$ cat src/tdm_router_pkg.sv
`default_nettype none
package tdm_router_pkg;
  // ==========================================================
  // Stream geometry
  localparam int unsigned SLOTS_PER_PORT = 32;
  localparam int unsigned NUM_PORTS      = 2;
  localparam int unsigned NUM_SLOTS      = SLOTS_PER_PORT * NUM_PORTS;
  localparam int unsigned NUM_CHANNELS   = 24;
  localparam int unsigned BITS_PER_SLOT  = 8;
  localparam int unsigned FIFO_DEPTH     = 8;
  localparam int unsigned SLOT_W         = 6;
  localparam int unsigned CHAN_W         = 5;

  // ==========================================================
  // Register byte offsets
  localparam logic [7:0] ROUTE_BASE_OFS = 8'h00;
  localparam logic [7:0] PORT0_MODE_OFS = 8'h60;
  localparam logic [7:0] PORT1_MODE_OFS = 8'h64;
  localparam logic [7:0] STATUS_OFS     = 8'h68;

  // ==========================================================
  // Field layouts and reset values
  localparam int unsigned ROUTE_START_LSB = 0;
  localparam int unsigned ROUTE_DEPTH_LSB = 6;
  localparam int unsigned ROUTE_W         = 9;
  localparam logic [8:0]  ROUTE_RESET     = 9'h1FF;
  localparam logic [1:0]  WL_SLOT_ROUTING = 2'h3;
  localparam logic [1:0]  MODE_RESET      = 2'h0;
  localparam int unsigned STAT_OVERRUN    = 0;
  localparam int unsigned STAT_ACTIVE     = 1;
  localparam int unsigned STAT_BUSY       = 2;
  localparam int unsigned STAT_FRAMES_LSB = 8;
  localparam int unsigned STAT_LEVEL_LSB  = 16;

  // Sequencer states
  typedef enum logic [0:0] {SEQ_IDLE, SEQ_RUN} seq_state_t;
endpackage
`default_nettype wire

$ cat src/slot_link_if.sv
`default_nettype none
// ==========================================================
// Byte slots from one serial port
interface slot_link_if;
  logic       byte_valid;
  logic [4:0] slot;
  logic [7:0] data;
  logic       frame_start;
  modport src (output byte_valid, slot, data, frame_start);
  modport snk (input byte_valid, slot, data, frame_start);
endinterface
`default_nettype wire

$ cat src/flexible_tdm_input_slot_router.sv
// Register access over Avalon-MM and the placing of the registers were chosen for this implementation.
`default_nettype none
module flexible_tdm_input_slot_router
  import tdm_router_pkg::*;
(
  // Clock and reset
  input  wire logic                   clock,
  input  wire logic                   srst,
  // Avalon-MM register slave
  input  wire logic [7:0]             address,
  input  wire logic                   read,
  input  wire logic                   write,
  input  wire logic [31:0]            writedata,
  input  wire logic [3:0]             byteenable,
  output logic [31:0]                 readdata,
  output logic                        waitrequest,
  // Serial input port zero
  input  wire logic                   port_zero_bit_clock,
  input  wire logic                   port_zero_frame_clock,
  input  wire logic                   serial_input_port_zero_data,
  // Serial input port one
  input  wire logic                   port_one_bit_clock,
  input  wire logic                   port_one_frame_clock,
  input  wire logic                   serial_input_port_one_data,
  // Routed channel samples
  output logic                        chan_valid,
  input  wire logic                   chan_ready,
  output logic [CHAN_W-1:0]           chan_index,
  output logic [23:0]                 chan_data,
  // Routing matrix reservation
  output logic                        standard_inputs_reserved,
  output logic [NUM_CHANNELS-1:0]     chan_standard_path
);
  // ==========================================================
  // Declarations
  logic [ROUTE_W-1:0]      route_q [NUM_CHANNELS];
  logic [1:0]              mode0_q;
  logic [1:0]              mode1_q;
  logic                    ack_q;
  logic [31:0]             rdata_q;
  logic                    overrun_q;
  logic [7:0]              frames_q;

  // Slot store and sequencer state
  logic [7:0]              slot_mem_q [NUM_SLOTS];
  seq_state_t              state_q;
  seq_state_t              state_d;
  logic [CHAN_W-1:0]       chan_q;
  logic [CHAN_W-1:0]       chan_d;

  // Output buffer and capture links
  logic [3:0]              level;
  logic                    fifo_in_ready;
  logic [CHAN_W+23:0]      fifo_out;
  slot_link_if             link0 ();
  slot_link_if             link1 ();

  // ==========================================================
  // Helper functions
  // Byte held in a slot of the combined space, with wrap
  function automatic logic [7:0] slot_byte(input logic [SLOT_W-1:0] idx);
    return slot_mem_q[idx];
  endfunction

  // Sample word, MSB slot on top, zeros below short samples
  function automatic logic [23:0] assemble(input logic [SLOT_W-1:0] start,
                                           input logic [2:0] depth);
    logic [7:0] b0;
    logic [7:0] b1;
    logic [7:0] b2;
    b0 = slot_byte(start);
    b1 = slot_byte(start + SLOT_W'(1));
    b2 = slot_byte(start + SLOT_W'(2));
    case (depth)
      3'h1:    return {b0, 16'h0000};
      3'h2:    return {b0, b1, 8'h00};
      3'h3:    return {b0, b1, b2};
      default: return 24'h00_0000;
    endcase
  endfunction

  // ==========================================================
  // Port activation and reservation
  wire port0_active  = (mode0_q == WL_SLOT_ROUTING);
  wire port1_active  = (mode1_q == WL_SLOT_ROUTING);
  wire route_active  = port0_active | port1_active;

  // Any routing port claims all channels
  assign standard_inputs_reserved = route_active;

  // Per-channel standard path flags
  genvar g;
  generate
    for (g = 0; g < NUM_CHANNELS; g++) begin : g_std
      assign chan_standard_path[g] = (route_q[g] == ROUTE_RESET);
    end
  endgenerate

  // ==========================================================
  // Capture front ends: only ports zero and one carry slot routing
  tdm_slot_deserializer u_port0 (
    .clock       (clock),
    .srst        (srst),
    .enable      (port0_active),
    .bit_clock   (port_zero_bit_clock),
    .frame_clock (port_zero_frame_clock),
    .ser_data    (serial_input_port_zero_data),
    .link        (link0.src)
  );

  tdm_slot_deserializer u_port1 (
    .clock       (clock),
    .srst        (srst),
    .enable      (port1_active),
    .bit_clock   (port_one_bit_clock),
    .frame_clock (port_one_frame_clock),
    .ser_data    (serial_input_port_one_data),
    .link        (link1.src)
  );

  // ==========================================================
  // Combined slot space: port zero 0..31, port one 32..63
  always_ff @(posedge clock) begin
    if (link0.byte_valid) begin
      slot_mem_q[{1'b0, link0.slot}] <= link0.data;
    end
    if (link1.byte_valid) begin
      slot_mem_q[{1'b1, link1.slot}] <= link1.data;
    end
  end

  // ==========================================================
  // Channel sequencer
  // Frame marker from port zero when it routes, else port one
  wire frame_tick = port0_active ? link0.frame_start : link1.frame_start;

  // Routing fields of the visited channel
  wire [ROUTE_W-1:0]  cur_cfg   = route_q[chan_q];
  wire [SLOT_W-1:0]   cur_start = cur_cfg[ROUTE_START_LSB +: SLOT_W];
  wire [2:0]          cur_depth = cur_cfg[ROUTE_DEPTH_LSB +: 3];
  wire cur_std      = (cur_cfg == ROUTE_RESET);
  wire cur_routed   = !cur_std && cur_depth >= 3'h1 && cur_depth <= 3'h3;

  // Visit one channel, wait on a full buffer
  wire seq_running  = (state_q == SEQ_RUN);
  wire push         = seq_running & cur_routed;
  wire step         = seq_running & (!cur_routed | fifo_in_ready);
  wire last_chan    = (chan_q == CHAN_W'(NUM_CHANNELS - 1));
  wire [23:0] cur_word = assemble(cur_start, cur_depth);

  // Next state: one channel per cycle, stalled by a full FIFO
  always_comb begin
    state_d = state_q;
    chan_d  = chan_q;
    case (state_q)
      SEQ_IDLE: begin
        if (frame_tick && route_active) begin
          state_d = SEQ_RUN;
          chan_d  = '0;
        end
      end
      SEQ_RUN: begin
        if (step) begin
          chan_d = chan_q + CHAN_W'(1);
          if (last_chan) begin
            state_d = SEQ_IDLE;
            chan_d  = '0;
          end
        end
      end
      default: begin
        state_d = SEQ_IDLE;
        chan_d  = '0;
      end
    endcase
  end

  // Sequencer registers
  always_ff @(posedge clock) begin
    if (srst) begin
      state_q <= SEQ_IDLE;
      chan_q  <= '0;
    end else begin
      state_q <= state_d;
      chan_q  <= chan_d;
    end
  end

  // ==========================================================
  // Output buffer
  sync_fifo #(
    .WIDTH (CHAN_W + 24),
    .DEPTH (FIFO_DEPTH)
  ) u_fifo (
    .clock     (clock),
    .srst      (srst),
    .in_valid  (push),
    .in_ready  (fifo_in_ready),
    .in_data   ({chan_q, cur_word}),
    .out_valid (chan_valid),
    .out_ready (chan_ready),
    .out_data  (fifo_out),
    .level     (level)
  );

  // Head word split into index and sample
  assign chan_index = fifo_out[CHAN_W+23:24];
  assign chan_data  = fifo_out[23:0];

  // ==========================================================
  // Register bus decode
  wire        req        = read | write;
  wire        first      = req & ~ack_q;
  wire [5:0]  word_idx   = address[7:2];

  // Register hits; route words fill the low offsets
  wire        hit_route  = (word_idx < 6'(NUM_CHANNELS));
  wire        hit_mode0  = (address == PORT0_MODE_OFS);
  wire        hit_mode1  = (address == PORT1_MODE_OFS);
  wire        hit_status = (address == STATUS_OFS);

  // Writes land at the edge that completes the transfer
  wire        wr_take    = write & ack_q;
  wire [CHAN_W-1:0] route_sel = word_idx[CHAN_W-1:0];

  // One wait cycle per request, data from a flop
  assign waitrequest = first;
  assign readdata    = rdata_q;

  // Read mux, zero for unmapped offsets
  wire [31:0] status_word = {12'h000, level, frames_q, 5'h00, seq_running,
                             route_active, overrun_q};
  wire [31:0] rd_mux = hit_route  ? {23'h00_0000, route_q[route_sel]} :
                       hit_mode0  ? {30'h0000_0000, mode0_q} :
                       hit_mode1  ? {30'h0000_0000, mode1_q} :
                       hit_status ? status_word : 32'h0000_0000;

  // Bus handshake and read data
  always_ff @(posedge clock) begin
    if (srst) begin
      ack_q   <= 1'b0;
      rdata_q <= 32'h0000_0000;
    end else begin
      ack_q <= first;
      if (read && first) begin
        rdata_q <= rd_mux;
      end
    end
  end

  // Routing registers, byte lane writes
  always_ff @(posedge clock) begin
    if (srst) begin
      for (int i = 0; i < NUM_CHANNELS; i++) begin
        route_q[i] <= ROUTE_RESET;
      end
    end else if (wr_take && hit_route) begin
      if (byteenable[0]) begin
        route_q[route_sel][7:0] <= writedata[7:0];
      end
      if (byteenable[1]) begin
        route_q[route_sel][8] <= writedata[8];
      end
    end
  end

  // Port mode registers and frame count
  always_ff @(posedge clock) begin
    if (srst) begin
      mode0_q  <= MODE_RESET;
      mode1_q  <= MODE_RESET;
      frames_q <= 8'h00;
    end else begin
      if (wr_take && hit_mode0 && byteenable[0]) begin
        mode0_q <= writedata[1:0];
      end
      if (wr_take && hit_mode1 && byteenable[0]) begin
        mode1_q <= writedata[1:0];
      end
      if (frame_tick && route_active) begin
        frames_q <= frames_q + 8'h01;
      end
    end
  end

  // Overrun clear request, write one to bit zero
  wire ovr_clear = wr_take & hit_status & byteenable[0] & writedata[STAT_OVERRUN];

  // New frame while still draining channels; set beats clear
  always_ff @(posedge clock) begin
    if (srst) begin
      overrun_q <= 1'b0;
    end else if (frame_tick && seq_running) begin
      overrun_q <= 1'b1;
    end else if (ovr_clear) begin
      overrun_q <= 1'b0;
    end
  end
endmodule
`default_nettype wire

$ cat src/sync_fifo.sv
`default_nettype none
module sync_fifo #(
  parameter int unsigned WIDTH = 29,
  parameter int unsigned DEPTH = 8
) (
  // Clock and reset
  input  wire logic                     clock,
  input  wire logic                     srst,
  // Fill side
  input  wire logic                     in_valid,
  output logic                          in_ready,
  input  wire logic [WIDTH-1:0]         in_data,
  // Drain side
  output logic                          out_valid,
  input  wire logic                     out_ready,
  output logic [WIDTH-1:0]              out_data,
  // Fill level
  output logic [$clog2(DEPTH+1)-1:0]    level
);
  localparam int unsigned AW = $clog2(DEPTH);
  logic [WIDTH-1:0] mem_q [DEPTH];
  logic [AW:0]      wr_q;
  logic [AW:0]      rd_q;
  wire              push = in_valid & in_ready;
  wire              pop  = out_valid & out_ready;
  wire  [AW:0]      used = wr_q - rd_q;

  // Full and empty from pointer distance
  assign in_ready  = (used != (AW+1)'(DEPTH));
  assign out_valid = (used != '0);
  assign out_data  = mem_q[rd_q[AW-1:0]];
  assign level     = ($clog2(DEPTH+1))'(used);

  // Storage
  always_ff @(posedge clock) begin
    if (push) begin
      mem_q[wr_q[AW-1:0]] <= in_data;
    end
  end

  // Pointers
  always_ff @(posedge clock) begin
    if (srst) begin
      wr_q <= '0;
      rd_q <= '0;
    end else begin
      if (push) wr_q <= wr_q + 1'b1;
      if (pop)  rd_q <= rd_q + 1'b1;
    end
  end
endmodule
`default_nettype wire

$ cat src/tdm_slot_deserializer.sv
`default_nettype none
module tdm_slot_deserializer
  import tdm_router_pkg::*;
(
  // Clock and reset
  input  wire logic  clock,
  input  wire logic  srst,
  // Control
  input  wire logic  enable,
  // Serial pins
  input  wire logic  bit_clock,
  input  wire logic  frame_clock,
  input  wire logic  ser_data,
  // Byte slots out
  slot_link_if.src   link
);
  logic       bclk_q;
  logic       frame_q;
  logic       armed_q;
  logic [2:0] bit_q;
  logic [4:0] slot_q;
  logic [7:0] shift_q;

  // Edge detection on the sampled clocks
  wire bclk_rise   = bit_clock & ~bclk_q;
  wire frame_rise  = bclk_rise & frame_clock & ~frame_q;
  wire take_bit    = bclk_rise & (armed_q | frame_rise);
  wire byte_done   = take_bit & (frame_rise ? 1'b0 : (bit_q == 3'h7));
  wire [7:0] shift_d = {shift_q[6:0], ser_data};

  // Bit and slot counting, MSB first, 32 slots per frame
  always_ff @(posedge clock) begin
    if (srst) begin
      bclk_q  <= 1'b0;
      frame_q <= 1'b0;
      armed_q <= 1'b0;
      bit_q   <= 3'h0;
      slot_q  <= 5'h00;
      shift_q <= 8'h00;
    end else begin
      bclk_q <= bit_clock;
      if (bclk_rise) frame_q <= frame_clock;
      if (!enable) begin
        armed_q <= 1'b0;
      end else if (frame_rise) begin
        armed_q <= 1'b1;
        bit_q   <= 3'h1;
        slot_q  <= 5'h00;
        shift_q <= {7'h00, ser_data};
      end else if (take_bit) begin
        shift_q <= shift_d;
        bit_q   <= bit_q + 3'h1;
        if (byte_done) begin
          slot_q <= slot_q + 5'h01;
          if (slot_q == 5'(SLOTS_PER_PORT - 1)) armed_q <= 1'b0;
        end
      end
    end
  end

  // Registered byte output
  always_ff @(posedge clock) begin
    if (srst) begin
      link.byte_valid  <= 1'b0;
      link.frame_start <= 1'b0;
      link.slot        <= 5'h00;
      link.data        <= 8'h00;
    end else begin
      link.byte_valid  <= enable & byte_done;
      link.frame_start <= enable & frame_rise;
      if (byte_done) begin
        link.slot <= slot_q;
        link.data <= shift_d;
      end
    end
  end
endmodule
`default_nettype wire

$ cat config.mk
export PLATFORM = sky130hd
export DESIGN_NAME = flexible_tdm_input_slot_router
export DESIGN_NICKNAME = d
export VERILOG_FILES = /design/src/tdm_router_pkg.sv /design/src/slot_link_if.sv /design/src/flexible_tdm_input_slot_router.sv /design/src/sync_fifo.sv /design/src/tdm_slot_deserializer.sv
export SDC_FILE = /design/constraint.sdc
export NUM_CORES = 2
export LEC_CHECK = 0
export ABC_AREA = 1
export BUFFER_PORTS_ARGS = -buffer_cell sky130_fd_sc_hd__buf_2
export CAP_MARGIN = 5
export CORE_ASPECT_RATIO = 1.4
export CORE_MARGIN = 10
export CORE_UTILIZATION = 65
export DETAILED_ROUTE_END_ITERATION = 12
export PLACE_DENSITY_LB_ADDON = 0.2
export SYNTH_ARGS = -nofsm -noshare
export SYNTH_HDL_FRONTEND = slang
export SYNTH_SLANG_ARGS = --single-unit
$ cat constraint.sdc
create_clock -name clock -period 6.7 [get_ports clock]
set_input_delay 1.34 -clock clock [delete_from_list [all_inputs] [get_ports clock]]
set_output_delay 1.34 -clock clock [all_outputs]
set_load 0.1 [all_outputs]
==> metrics <==
WP data required 7.05 ns; Clock Pin Slew Worst Setup and Hold Paths 0.07 ns; critical path type register to register; 1st-iter DRT viols 7934; Final period util 0.898; # setup viols final 0; Lkg Pwr 25.4 nW; synth warn 0; Max Fanout on Critical Path 22; most frequent cells in the layout nand2_1 (1527), nand3_1 (1516), edfxtp_1 (1032), nor2_1 (522), inv_1 (407); Bufs on Longest Clock Path 3; slowest stage delay, CP 1.07 ns; switching power total roughly 3.7 mW; largest net degree at the start of global routing roughly 240; die span in y 379 um; Worst Setup End Kind register; Pint 11.5 mW; Net Sw Frac 0.246; final WL 192000 um; CTS Hold Bufs 0; DR pass1 iterations 8; PD cells ~230 mW/mm2; via density per instance approximately 6.5; Comb power frac 0.080; CTS tree done; relative slew slack 0.120; Top Family by Delay on Critical Path simple AND/OR/NAND/NOR gates; layout cells sized above 1 0.0683; share of Yosys cell area claimed by the top area cell type 0.517; # port buffers 105; top cells by area, synth edfxtp_1 (52%), nand3_1 (13%), nand2_1 (9.6%), dfxtp_1 (4.1%), nor2_1 (3.3%); die area 0.105 mm2; post-DR wirelength/cell 24.0 um; Starting Density 0.657; CP Buf/Inv Count 3; Synth area leader edfxtp_1; RSZ-0062 raised after global routing false; startpoint class of the critical path register; Syn Std Cell Area 0.0600 mm2; Post-synth top flop edfxtp_1; post-DP HPWL 119000 um; final core occ 0.710; Seq/Total Area, Yosys 0.557; EDFF count, synth 1032; I/O Pins 143; Yosys reg bits around 1.2k; fmax 166 MHz; Avg Cell Area, Syn roughly 8.9 um2; final setup TNS 0 ns; Total GRT Usage 0.353; routability cong. 1.02; most frequent CP cell nand2_1; Slew Viols, Final 0; slew of the pin with the lowest slew margin ~1.3 ns; Max IR drop VDD 258 uV; Site Rows 131; Tot Pwr 15.2 mW; worst min path class register to register; critical path data arrival time 6.37 ns; Period minus WS final 6.02 ns; max-cap violations 0; grt total ovfl 0; CTS H-Tree Depth 3; initial antenna violation count 3; root buffer cell clkbuf_16; DR vias 52.3k; NumNets Final 6780; DRC violations left 0; clk sink count 1154; Core ar. 0.0913 mm2; Area Growth Syn to Fin 8.03%; first-pass GRT wire length roughly 280000 um; critical path cell sequence inv_2 > buf_4 > nand3_1 > nand3_1 > nand2_1 > nand2_1 > nand2_1 > nand2_1 > nand2_8 > nand2_4 > inv_4 > nand2_4 > xnor2_4 > nand3_1 > a21oi_1 > nor2_1; skew final 0.0290 ns; Final ANT Viol Nets 0; sequential power share 0.514; Post-CTS Setup Inserts 0; ys async rst share 0; area post-placement 0.0613 mm2; status finished clean; post-route cell area 0.0648 mm2; clk_lat worst skew ~0.74 ns; Netlist cell types 57; CTS Buf Count 104; slowest CP cell a21oi_1; commonest non-fill, non-tap cell in the layout nand2_1; Fin. Hold Viols 0; Clk pwr share 0.406; Post-CTS Resized 0; vias in the first global route 48.8k; Die X 277 um; Gate Count Post-Synth 6769
per-stage QoR:
step	hold slack, ns	std cells	setup WS (ns)
2_1_floorplan	0.439	6852	2.07
3_3_place_gp	0.452	7798	1.48
3_5_place_dp	0.455	7798	1.43
4_1_cts	0.464	7991	1.40
5_1_grt	0.485	7991	0.673
6_report	0.463	7994	0.683
worst min-delay path, stage by stage (launching register included):
cell	delay, ns
dfxtp_1	0.31
nand2_1	0.06
a21oi_1	0.06
logic make-up after synthesis:
group                    share of synthesized area
AND/OR/NAND/NOR                              0.293
flip-flops                                   0.557
buffers and inverters                       0.0671
AO/OA/AOI/OAI                               0.0751
adder cells (fa/ha/maj)                    0.00388
XOR/XNOR                                   0.00342
other                                    0.0000625
worst paths after layout:
check                           slack (ns)                 end         start  depth (start not counted)
worst max-delay path                  0.68  u_fifo.mem_q[5][7]      register                         16
worst min-delay path                  0.46        readdata[17]  readdata[17]                          2
worst max register to register        0.68  u_fifo.mem_q[5][7]      register                         16
worst min register to register        0.46        readdata[17]  readdata[17]                          2
synthesized netlist by cell type (55+ instances only):
cell	instances
a21oi_1	196
a22oi_1	55
a31oi_1	64
buf_2	198
clkbuf_1	182
dfxtp_1	122
edfxtp_1	1032
inv_1	412
nand2_1	1528
nand3_1	1518
nand3b_1	196
nor2_1	529
o211ai_1	57
o21ai_0	289
power groups by stage:
stage,registers (mW),logic (mW),clock network (mW)
floorplan,7.98,0.914,0
global placement,7.97,1.18,0
detailed placement,7.97,1.19,0
CTS,7.82,1.20,6.18
global route,7.82,1.28,6.47
finish,7.82,1.21,6.18
flip-flops by register name, indices dropped and copies added, names as in the netlist, 2 cells and up, named ones only:
name	count
slot_mem_q	512
route_q	288
u_fifo.mem_q	232
readdata	20
frames_q	8
u_port0.link.data	8
u_port1.link.data	8
u_port0.shift_q	7
u_port1.shift_q	7
chan_q	5
u_port0.link.slot	5
u_port0.slot_q	5
u_port1.link.slot	5
u_port1.slot_q	5
u_fifo.rd_q	4
u_fifo.wr_q	4
u_port0.bit_q	3
u_port1.bit_q	3
mode0_q	2
mode1_q	2
layer usage:
metal / GRT usage / vias to the layer above / routed length, um / share of wire
met3: 0.0761 / 868 / 23000 / 0.12
met5: 0 / - / 13 / 0.000068
met4: 0.268 / 2 / 16100 / 0.084
met2: 0.575 / 3729 / 89800 / 0.47
li1: - / 23400 / - / -
met1: 0.408 / 24200 / 63300 / 0.33
layout make-up:
cell class	count	area [um2]
Clock inverter	72	825
Clock buffer	121	2700
Tap cell	1197	1500
Fill cell	6753	26500
Antenna cell	3	7.51
Timing Repair Buffer	231	1680
Multi-Input combinational cell	4781	23000
Sequential cell	1154	33400
Inverter	435	1640
Power figures use the tool's default switching activity.
